**src/rtl/tacav_regs.vh**
```
// Purpose: Constants for the temperature converter averaging control
// Assumes: CORE_CLK at 125 MHz
// Notes:   Times are given in their own unit, cycle counts derived from them
`ifndef TACAV_REGS_VH
`define TACAV_REGS_VH
// ----------------------------------------------------------------
// Widths and counts
// ----------------------------------------------------------------
`define TACAV_RES_W        11
`define TACAV_AVG_N        32
`define TACAV_AVG_LOG2     5
`define TACAV_ACC_W        16
`define TACAV_HI_W         8
`define TACAV_LO_W         3
// ----------------------------------------------------------------
// Channel and read selects
// ----------------------------------------------------------------
`define TACAV_CH_LOCAL     1'b0
`define TACAV_CH_REMOTE    1'b1
`define TACAV_RD_LOW       2'h0
`define TACAV_RD_LOC_HIGH  2'h1
`define TACAV_RD_REM_HIGH  2'h2
// ----------------------------------------------------------------
// Timing
// ----------------------------------------------------------------
`define TACAV_CLK_MHZ      125
`define TACAV_T_POR_NS     1500000
`define TACAV_POR_CYC      ((`TACAV_T_POR_NS * `TACAV_CLK_MHZ) / 1000)
`define TACAV_RST_VAL      8'h00
`endif

```
**src/rtl/tacav_avg.v**
```verilog
// Purpose: Sums a fixed number of raw samples and yields their mean
// Assumes: Samples are 11-bit two's complement, one per valid strobe
// Notes:   Mean by arithmetic shift, truncating toward minus infinity
`timescale 1ns/1ps
`include "tacav_regs.vh"
module tacav_avg (
    input  wire                    clk,
    input  wire                    rst_n,
    input  wire                    ce,
    input  wire                    clear,
    input  wire                    smp_valid,
    input  wire [`TACAV_RES_W-1:0] smp_data,
    output reg                     done_q,
    output reg  [`TACAV_RES_W-1:0] mean_q
);
    reg  [`TACAV_ACC_W-1:0]    acc_q;
    reg  [`TACAV_AVG_LOG2-1:0] cnt_q;
    wire [`TACAV_ACC_W-1:0]    smp_ext;
    wire [`TACAV_ACC_W-1:0]    sum;

    assign smp_ext = {{(`TACAV_ACC_W-`TACAV_RES_W){smp_data[`TACAV_RES_W-1]}}, smp_data};
    assign sum     = acc_q + smp_ext;

    // ----------------------------------------------------------------
    // Accumulate 32 samples
    // ----------------------------------------------------------------
    always @(posedge clk or negedge rst_n) begin
        if (!rst_n) begin
            acc_q  <= 16'h0000;
            cnt_q  <= 5'h00;
            done_q <= 1'b0;
            mean_q <= 11'h000;
        end else if (ce) begin
            done_q <= 1'b0;
            if (clear) begin
                acc_q <= 16'h0000;
                cnt_q <= 5'h00;
            end else if (smp_valid) begin
                cnt_q <= cnt_q + 5'h01;
                if (cnt_q == 5'h1f) begin
                    acc_q  <= 16'h0000;
                    done_q <= 1'b1;
                    mean_q <= sum[`TACAV_ACC_W-1:`TACAV_AVG_LOG2];
                end else begin
                    acc_q <= sum;
                end
            end
        end
    end
endmodule // tacav_avg

```
**src/rtl/tacav_top.v**
```verilog
// Purpose: Runs, averages and stores local and remote temperature results
// Assumes: Raw ADC samples come from logic on CORE_CLK; bus reads from the
//          serial slave on the same clock
// Notes:   Reads are one-cycle strobes; data is answered one cycle later
//
// Contract
// - Each result is an 11-bit value taken from the on-chip converter.
// - Each stored result is the average of 32 consecutive raw measurements.
// - The newest averaged result, two's complement, goes to the low and high byte pair.
// - Conversions halt while the run bit is 0 and run continuously while it is 1.
// - After power-on or soft reset the block is ready after 1.5 ms of clocks with CE high and ignores reads until then.
// - Local and remote channels each keep their own result storage.
// - The eight top result bits go to the high byte and the three low bits to the low byte.
// - A low-byte read freezes all result registers until the remote high byte is read.
`timescale 1ns/1ps
`include "tacav_regs.vh"
module tacav_top #(
    parameter [27:0] POR_CYCLES = `TACAV_POR_CYC
) (
    input  wire                    CORE_CLK,
    input  wire                    RST_N,
    input  wire                    CE,
    input  wire                    RUN,
    input  wire                    SOFT_RESET,
    input  wire                    ADC_VALID,
    input  wire [`TACAV_RES_W-1:0] ADC_DATA,
    input  wire                    RD_STB,
    input  wire [1:0]              RD_SEL,
    output reg                     ADC_START,
    output reg                     ADC_CHANNEL,
    output reg                     READY,
    output reg                     RD_ACK,
    output reg  [7:0]              RD_DATA,
    output reg                     FROZEN,
    output reg                     LOCAL_UPDATE,
    output reg                     REMOTE_UPDATE
);
    // ----------------------------------------------------------------
    // Sequencer states
    // ----------------------------------------------------------------
    localparam [3:0] ST_BOOT = 4'h1;
    localparam [3:0] ST_IDLE = 4'h2;
    localparam [3:0] ST_REQ  = 4'h4;
    localparam [3:0] ST_WAIT = 4'h8;

    reg  [3:0]              st_q;
    reg  [3:0]              st_d;
    reg  [27:0]             por_cnt_q;
    reg  [`TACAV_RES_W-1:0] loc_res_q;
    reg  [`TACAV_RES_W-1:0] rem_res_q;
    reg  [`TACAV_RES_W-1:0] loc_pend_q;
    reg  [`TACAV_RES_W-1:0] rem_pend_q;
    reg                     loc_pend_v_q;
    reg                     rem_pend_v_q;
    reg                     freeze_q;
    reg                     ch_q;
    wire                    avg_done;
    wire [`TACAV_RES_W-1:0] avg_mean;
    wire                    running;
    wire                    rd_ok;
    wire                    take_loc;
    wire                    take_rem;
    wire                    smp_take;
    wire                    last_smp;
    wire                    ch_next;
    wire                    lo_rd;
    reg  [4:0]              smp_n_q;
    reg                     res_ch_q;

    // Halting mid-average drops the partial sum so that a result never mixes
    // samples from before and after a stop.
    assign running  = RUN && (st_q != ST_BOOT);
    assign rd_ok    = RD_STB && READY;
    // A low read blocks an update on its own edge, so that the low byte and
    // the high bytes read after it always come from one result.
    assign lo_rd    = rd_ok && (RD_SEL == `TACAV_RD_LOW);
    assign take_loc = !freeze_q && !lo_rd && loc_pend_v_q;
    assign take_rem = !freeze_q && !lo_rd && rem_pend_v_q;
    assign smp_take = ADC_VALID && (st_q == ST_WAIT);
    // The flip must reach the start that follows the 32nd sample, so the
    // count is mirrored here rather than waiting for the filter's done.
    assign last_smp = running && smp_take && (smp_n_q == 5'h1f);
    assign ch_next  = running ? (last_smp ? ~ch_q : ch_q) : `TACAV_CH_LOCAL;

    function [7:0] tacav_byte;
        input [1:0]              sel;
        input [`TACAV_RES_W-1:0] loc;
        input [`TACAV_RES_W-1:0] rem;
        begin
            case (sel)
                `TACAV_RD_LOW:      tacav_byte = {loc[2:0], 2'b00, rem[2:0]};
                `TACAV_RD_LOC_HIGH: tacav_byte = loc[`TACAV_RES_W-1:`TACAV_LO_W];
                `TACAV_RD_REM_HIGH: tacav_byte = rem[`TACAV_RES_W-1:`TACAV_LO_W];
                default:            tacav_byte = 8'h00;
            endcase
        end
    endfunction

    // ----------------------------------------------------------------
    // Averaging filter
    // ----------------------------------------------------------------
    tacav_avg u_avg (
        .clk       (CORE_CLK),
        .rst_n     (RST_N),
        .ce        (CE),
        .clear     (!running),
        .smp_valid (smp_take),
        .smp_data  (ADC_DATA),
        .done_q    (avg_done),
        .mean_q    (avg_mean)
    );

    // ----------------------------------------------------------------
    // Sample count, kept in step with the filter
    // ----------------------------------------------------------------
    always @(posedge CORE_CLK or negedge RST_N) begin
        if (!RST_N) begin
            smp_n_q <= 5'h00;
        end else if (CE) begin
            if (!running)
                smp_n_q <= 5'h00;
            else if (smp_take)
                smp_n_q <= smp_n_q + 5'h01;
        end
    end

    // ----------------------------------------------------------------
    // Sequencer next state
    // ----------------------------------------------------------------
    always @* begin
        st_d = st_q;
        case (st_q)
            ST_BOOT: if (por_cnt_q >= POR_CYCLES - 28'h1) st_d = ST_IDLE;
            ST_IDLE: if (running) st_d = ST_REQ;
            ST_REQ:  st_d = ST_WAIT;
            ST_WAIT: begin
                if (!running)
                    st_d = ST_IDLE;
                else if (ADC_VALID)
                    st_d = ST_REQ;
            end
            default: st_d = ST_BOOT;
        endcase
    end

    // ----------------------------------------------------------------
    // Sequencer, storage and read port
    // ----------------------------------------------------------------
    always @(posedge CORE_CLK or negedge RST_N) begin
        if (!RST_N) begin
            st_q          <= ST_BOOT;
            por_cnt_q     <= 28'h0000000;
            loc_res_q     <= 11'h000;
            rem_res_q     <= 11'h000;
            loc_pend_q    <= 11'h000;
            rem_pend_q    <= 11'h000;
            loc_pend_v_q  <= 1'b0;
            rem_pend_v_q  <= 1'b0;
            freeze_q      <= 1'b0;
            ch_q          <= `TACAV_CH_LOCAL;
            res_ch_q      <= `TACAV_CH_LOCAL;
            ADC_START     <= 1'b0;
            ADC_CHANNEL   <= `TACAV_CH_LOCAL;
            READY         <= 1'b0;
            RD_ACK        <= 1'b0;
            RD_DATA       <= `TACAV_RST_VAL;
            FROZEN        <= 1'b0;
            LOCAL_UPDATE  <= 1'b0;
            REMOTE_UPDATE <= 1'b0;
        end else if (CE) begin
            if (SOFT_RESET) begin
                // Soft reset restarts the boot wait; stored results survive
                st_q         <= ST_BOOT;
                por_cnt_q    <= 28'h0000000;
                READY        <= 1'b0;
                freeze_q     <= 1'b0;
                FROZEN       <= 1'b0;
                ch_q         <= `TACAV_CH_LOCAL;
                loc_pend_v_q <= 1'b0;
                rem_pend_v_q <= 1'b0;
                ADC_START    <= 1'b0;
                RD_ACK       <= 1'b0;
                LOCAL_UPDATE <= 1'b0;
                REMOTE_UPDATE <= 1'b0;
            end else begin
                st_q      <= st_d;
                por_cnt_q <= (st_q == ST_BOOT) ? por_cnt_q + 28'h1 : por_cnt_q;
                READY     <= (st_d != ST_BOOT);
                ADC_START <= (st_d == ST_REQ);
                // Channel flips with the start that follows a 32nd sample
                ADC_CHANNEL <= ch_next;
                ch_q        <= ch_next;
                if (last_smp)
                    res_ch_q <= ch_q;
                // A finished result waits in a pending slot while frozen,
                // so the newest one still lands after the unfreeze.
                if (avg_done && running && res_ch_q == `TACAV_CH_LOCAL) begin
                    loc_pend_q   <= avg_mean;
                    loc_pend_v_q <= 1'b1;
                end else if (take_loc) begin
                    loc_pend_v_q <= 1'b0;
                end
                if (avg_done && running && res_ch_q == `TACAV_CH_REMOTE) begin
                    rem_pend_q   <= avg_mean;
                    rem_pend_v_q <= 1'b1;
                end else if (take_rem) begin
                    rem_pend_v_q <= 1'b0;
                end
                if (take_loc)
                    loc_res_q <= loc_pend_q;
                if (take_rem)
                    rem_res_q <= rem_pend_q;
                LOCAL_UPDATE  <= take_loc;
                REMOTE_UPDATE <= take_rem;
                // Freeze on low byte, release on remote high byte
                if (rd_ok && RD_SEL == `TACAV_RD_LOW)
                    freeze_q <= 1'b1;
                else if (rd_ok && RD_SEL == `TACAV_RD_REM_HIGH)
                    freeze_q <= 1'b0;
                FROZEN <= (rd_ok && RD_SEL == `TACAV_RD_LOW) ? 1'b1 :
                          (rd_ok && RD_SEL == `TACAV_RD_REM_HIGH) ? 1'b0 : freeze_q;
                RD_ACK <= rd_ok;
                if (rd_ok)
                    RD_DATA <= tacav_byte(RD_SEL, loc_res_q, rem_res_q);
            end
        end
    end
endmodule // tacav_top

```
**config.mk**
```make
export PLATFORM = sky130hd
export DESIGN_NAME = tacav_top
export DESIGN_NICKNAME = d
export VERILOG_FILES = /design/src/rtl/tacav_avg.v /design/src/rtl/tacav_top.v
export VERILOG_INCLUDE_DIRS = /design/src /design/src/rtl
export SDC_FILE = /design/constraint.sdc
export NUM_CORES = 1
export LEC_CHECK = 0
export ABC_AREA = 1
export BUFFER_PORTS_ARGS = -buffer_cell sky130_fd_sc_hd__clkbuf_2
export CAP_MARGIN = 20
export CELL_PAD_IN_SITES_DETAIL_PLACEMENT = 0
export CELL_PAD_IN_SITES_GLOBAL_PLACEMENT = 1
export CORE_ASPECT_RATIO = 2
export CORE_UTILIZATION = 46
export DETAILED_ROUTE_END_ITERATION = 12
export GPL_TIMING_DRIVEN = 0
export HOLD_SLACK_MARGIN = 0.15
export PLACE_DENSITY_LB_ADDON = 0.1
export SYNTH_ARGS = -nofsm -noshare
export SYNTH_HDL_FRONTEND = slang
export SYNTH_SLANG_ARGS = --single-unit
```
**constraint.sdc**
```tcl
create_clock -name CORE_CLK -period 2.1 [get_ports CORE_CLK]
set_clock_uncertainty 0.2 [all_clocks]
set_input_delay 0.42 -clock CORE_CLK [delete_from_list [all_inputs] [get_ports CORE_CLK]]
set_output_delay 0.42 -clock CORE_CLK [all_outputs]
set_load 0.03 [all_outputs]
```
======== Word level (Yosys, flattened, before mapping) ========
Index checks and enable logic that the tools add are counted.
cells by class
  add/sub/neg operators ................... 4
  order comparisons ....................... 1
  equal/unequal tests ..................... 12
  multiplexer cells ....................... 36
  bitwise logic cells ..................... 3
  reduce and logical (&&, ||, !) cells .... 33
operators with widths
  kind                   number
  $mux 28                2
  $mux 16                3
  $add 28x1->28 const B  1
  $ge 28x18->1 const B   1
  $pmux 8 s3             1
  $mux 1                 20
  $mux 4                 5
  $mux 5                 4
  $reduce_and 3->1       6
  $add 16x16->16         1
  $pmux 4 s4             1
  $logic_and 1x1->1      13
  $reduce_and 2->1       6
  $add 5x1->5 const B    2
  $eq 5x5->1 const B     2
  $reduce_bool 3->1      3
  $eq 4x3->1 const B     2
  $ne 4x1->1 const B     2
  $eq 4x1->1 const B     1
  $eq 4x2->1 const B     1
  $eq 4x4->1 const B     1
  $reduce_and 4->1       1
  $not 1->1              3
  $eq 2x1->1 const B     1
  5 further kinds        6
storage, ports and cells
  register bits ........................... 133
  input bits .............................. 20
  output and inout bits ................... 15
  logic and storage cells ................. 112

======== Logic depth before layout (Yosys ltp) ========
  word-level depth ........................ 8
  mapped depth ............................ 11
  mapped depth without buffers ............ 11

======== Hierarchy ========
From an unflattened synthesis, not the netlist that was laid out.
unflattened totals
  cell total of the unflattened synthesis .. 1016
  area, all modules ....................... 7509.7 um2
by module, submodules not included
  module     instances  cells an instance  area an instance (um2)  seq. area each (um2)
  tacav_top  1          688                5220.0                  2503.7
  tacav_avg  1          328                2289.7                  825.8

======== Least setup slack after synthesis ========
No wires, ideal clock.
  path type ............................... input port to flip-flop
  start ................................... input port ADC_DATA[0]
  end ..................................... register u_avg.acc_q[12]
  arrival ................................. 1552 ps
  data required time ...................... 1782 ps
  setup slack ............................. 231 ps
  stages on the path ...................... 8
  path through ............................ ha_1 > fa_1 > nand3_1 > nand3_1 > nand3_1 > nand4_1 > nand3_1 > nand2_1
between the ends
  word-level cells in the longest chain between the ends .. 4
ends and longest elaborated chain
  what                  RTL line        source
  start, declared       tacav_top.v:26  input wire [`TACAV_RES_W-1:0] ADC_DATA,
  $add 16x16->16        tacav_avg.v:22  assign sum = acc_q + smp_ext;
  $mux 16               tacav_avg.v:40  if (cnt_q == 5'h1f) begin
  $mux 16               tacav_avg.v:38  end else if (smp_valid) begin
  $mux 16               tacav_avg.v:35  if (clear) begin
  end signal, assigned  tacav_avg.v:45  acc_q <= sum;
  end, declared         tacav_avg.v:16  reg [`TACAV_ACC_W-1:0] acc_q;
Every way passes these cells. The select of a mux whose other input is x is not followed.
A chain may end at the register's enable or synchronous reset.

======== Final worst setup path ========
  start ................................... register u_avg.acc_q[11]
  end ..................................... register u_avg.acc_q[13]
between the ends
  word-level cells in the longest chain between the ends .. 4
ends and longest elaborated chain
  what            RTL line
  $add 16x16->16  tacav_avg.v:22
  $mux 16         tacav_avg.v:40
  $mux 16         tacav_avg.v:38
  $mux 16         tacav_avg.v:35
Every way passes these cells. The select of a mux whose other input is x is not followed.

==> results.rst <==
.. list-table::
   :header-rows: 1

   * - Metric
     - Value
   * - Power consumption
     - between 6 and 7 mW
   * - Share of post-route cells with drive strength above 1
     - 0.116
   * - Area share of the leading cell type in the synthesized netlist
     - 0.449
   * - Data arrival time at the worst-slack endpoint
     - 2.12 ns
   * - Data required time at the worst endpoint
     - 2.21 ns
   * - Maximum resistive drop on vdd
     - 0.514 mV
   * - Final Hold Fails
     - 0
   * - Synthesized Nets
     - 1054
   * - Slew Viols, Final
     - 0
   * - Number of search-and-repair iterations in the first detailed-routing pass
     - 4
   * - Count of antenna diodes in the layout
     - 0
   * - Leftover overflow at the end of global routing
     - 0
   * - Element type at the critical path start
     - flop
   * - Number of nets still failing antenna checks after routing
     - 0
   * - Net total in the final layout
     - 1114
   * - DRC violations left
     - 0
   * - Max-cap violations
     - 0
   * - Pin count of the biggest net entering global routing
     - slightly above 100
   * - H-tree depth
     - 4
   * - Global-route wire length before repair
     - approximately 34000 um
   * - Vias in the first global route
     - ~6800
   * - Sum of met3 wire segment lengths after detailed routing
     - 450 um
   * - # setup viols final
     - 0
   * - Initial Util
     - 0.469
   * - Routed len/inst
     - 16.5 um
   * - Adder-cell area share of the yosys netlist
     - 0.0367
   * - Slack of the critical path
     - around 0.086 ns
   * - Clock buffer count from CTS
     - 17
   * - Worst setup slack before clock tree synthesis
     - -0.289 ns
   * - Headroom to the max-slew limit
     - 0.554
   * - Buffers on Ports
     - 34
   * - Final period util
     - 0.959
   * - Result of the run
     - finished, final reports clean
   * - Clock Tree Root
     - clkbuf_16
   * - Vias per cell
     - 5.06
   * - Met1 wire length
     - about 7000 um
   * - Library cells used by synthesis
     - 38
   * - Reg-to-reg startpoint
     - u_avg.acc_q[11]
   * - Highest signal layer in the routed design
     - met4
   * - Met2 wire len
     - 12400 um
   * - Aggregate routed wire length
     - 21300 um
   * - Synthesized area per cell
     - between 7 and 8 um^2
   * - TritonCTS clock tree
     - built
   * - Clock transition at the registers of the reported paths
     - 0.06 ns
   * - Standby leakage power
     - 4.36 nW
   * - Xor and xnor fraction of the mapped netlist area
     - 0.0119
   * - Basic-gate share of the synthesized area counting and, or, nand and nor cells
     - 0.338
   * - Number of instances in the synthesized netlist
     - 1013
   * - Most frequent standard cell in the layout excluding fill and tap cells
     - nand2_1
   * - Largest family of logic cells by synthesized area
     - simple AND/OR/NAND/NOR gates
   * - Yosys warning total
     - 0
   * - Die ar.
     - 16500 um^2
   * - Worst skew pair latency
     - between 0.4 and 0.5 ns
   * - Register-to-register path setup slack
     - 0.09 ns
   * - Min Tclk post-route
     - 2.01 ns
   * - Detailed Place HPWL
     - 16500 um
   * - Core ar.
     - 15700 um^2
   * - Netlist area before placement
     - 7360 um^2
   * - Sink count of the clock tree
     - 133
   * - Placer's final routability congestion estimate
     - 0.922
   * - Number of placement rows
     - 65
   * - Overall track demand over capacity in global routing
     - 0.277
   * - Dominant cells by area after synthesis
     - dfrtp_1 45%, nand2_1 19%, inv_1 6.5%
   * - Number of flip-flops and latches in the synthesized netlist
     - between 100 and 150
   * - Endpoint of the lowest-slack register-to-register path
     - u_avg.acc_q[13]
   * - Category of the most critical setup path
     - reg2reg
   * - Multiplexer fraction of the synthesized cell area
     - 0
   * - Worst Tran Pin Value
     - 0.668 ns
   * - Critical Path End
     - u_avg.acc_q[13]
   * - Area growth, synth to finish
     - 16.5%
   * - Max Root-Sink Buffers
     - 2
   * - Synth Area in Compound Gates
     - 0.0781
   * - Type of the tightest min-delay check
     - in2reg
   * - Iter 0 DRT Violations
     - 231
   * - Sequential share of the synthesized area
     - 0.453
   * - Top library cells by usage in the layout, fill and taps aside
     - 372 x nand2_1, 132 x dfrtp_1, 125 x inv_1
   * - Worst reg-to-reg path cell count
     - 9
   * - Count of boundary I/O pins
     - 35
   * - Critical path origin
     - u_avg.acc_q[11]
   * - Largest area contributor in the netlist
     - dfrtp_1
   * - Via Count
     - around 6500
   * - Power per Cell Area
     - 717 nW/um^2
   * - Timing-limited maximum frequency
     - 0.497 GHz
   * - Highest fanout seen on the critical path
     - 5
   * - Initial antenna violation count
     - 0
   * - Vert. Die Dim
     - 181 um
   * - Width of the die
     - 91.4 um
   * - Critical path endpoint category
     - flop
[power breakdown]
group	leakage [nW]	switching, mW	total, mW	internal, mW
logic	2.24	0.253	0.348	0.0958
clock network	0.296	1.16	3.18	2.02
registers	1.82	0.0240	2.62	2.59
total	4.36	1.44	6.15	4.71
[registers in the layout, indices dropped and copies added (netlist names), 4 cells and up]
signal	flops
por_cnt_q	28
u_avg.acc_q	16
loc_pend_q	11
loc_res_q	11
rem_pend_q	11
rem_res_q	11
u_avg.mean_q	11
RD_DATA	8
smp_n_q	5
u_avg.cnt_q	5
st_q	4
[worst min path at each step]
| stage | depth (start not counted) | endpoint | slack [ns] | from |
|---|---|---|---|---|
| 2_1_floorplan | 0 | ADC_CHANNEL | -0.08 | RST_N |
| 3_3_place_gp | 2 | ADC_START | 0.26 | ADC_START |
| 3_5_place_dp | 1 | por_cnt_q[14] | 0.15 | RST_N |
| 4_1_cts | 4 | por_cnt_q[12] | 0.19 | SOFT_RESET |
| 5_1_grt | 4 | por_cnt_q[12] | 0.19 | SOFT_RESET |
| 6_report | 4 | por_cnt_q[12] | 0.18 | SOFT_RESET |
[synthesized netlist by cell type (all sizes together)]
master,count
a21oi,22
a22o,2
a31oi,1
and2,2
buf,11
clkbuf,9
dfrtp,132
dfstp,1
fa,1
ha,20
inv,131
nand2,379
nand3,77
nand3b,2
nand4,18
nor2,99
nor3,6
o21ai,83
o21bai,1
o22ai,1
o31ai,1
or2,4
xnor2,3
xor2,7
[stage by stage]
| stage | TNS (ns) | std cells | hold WS, ns | area (um^2) | util |
|---|---|---|---|---|---|
| finish | 0 | 1287 | 0.184 | 8570 | 0.546 |
| global route | -0.0132 | 1287 | 0.195 | 8570 | 0.546 |
| CTS | 0 | 1283 | 0.186 | 8470 | 0.540 |
| detailed placement | -2.73 | 1249 | 0.148 | 7810 | 0.498 |
| global placement | -253.02 | 1248 | 0.264 | 7780 | 0.495 |
| floorplan | 0 | 1013 | -0.0756 | 7360 | - |
[critical path, stage by stage, from the launching register on]
cell and delay, ns:
dfrtp_1 0.39, ha_1 0.36, nand2_1 0.15, nor2_2 0.21, and2_1 0.15, nand2_1 0.14, nand2_1 0.11, nand2_1 0.07
nand3_1 0.08, nand2_1 0.05
[logic make-up after synthesis]
family,Yosys count
AOI/OAI and AO/OA,111
xor gates and xnor gates,10
adders and majority gates,21
buffers and inverters,151
DFF,133
and+or+nand+nor,587
[metal layers]
layer | vias up | track usage
li1 | 3309 | -
met1 | 3032 | 0.245
met2 | 107 | 0.545
met3 | 65 | 0.0383
met4 | 0 | 0.203
met5 | - | 0
[cell type report]
class,instances,area (um^2)
flip-flops and latches,133,3330
plain buffers,20,120
clock buffers,20,447
repair buffers,41,267
well taps,201,251
fillers,1645,7130
clock inverters,12,179
inverters,131,494
multi-input cells,729,3480
[what timing repair did]
action | CTS | global route
endpoints found under the setup margin | 10 | 32
gates cloned | 0 | 1
resized for setup | 4 | 19
setup buffers | 0 | 3
pin swaps | 1 | 3
hold buffers | 2 | 0
endpoints found under the hold margin | 36 | 0
Power figures use the tool's default switching activity.
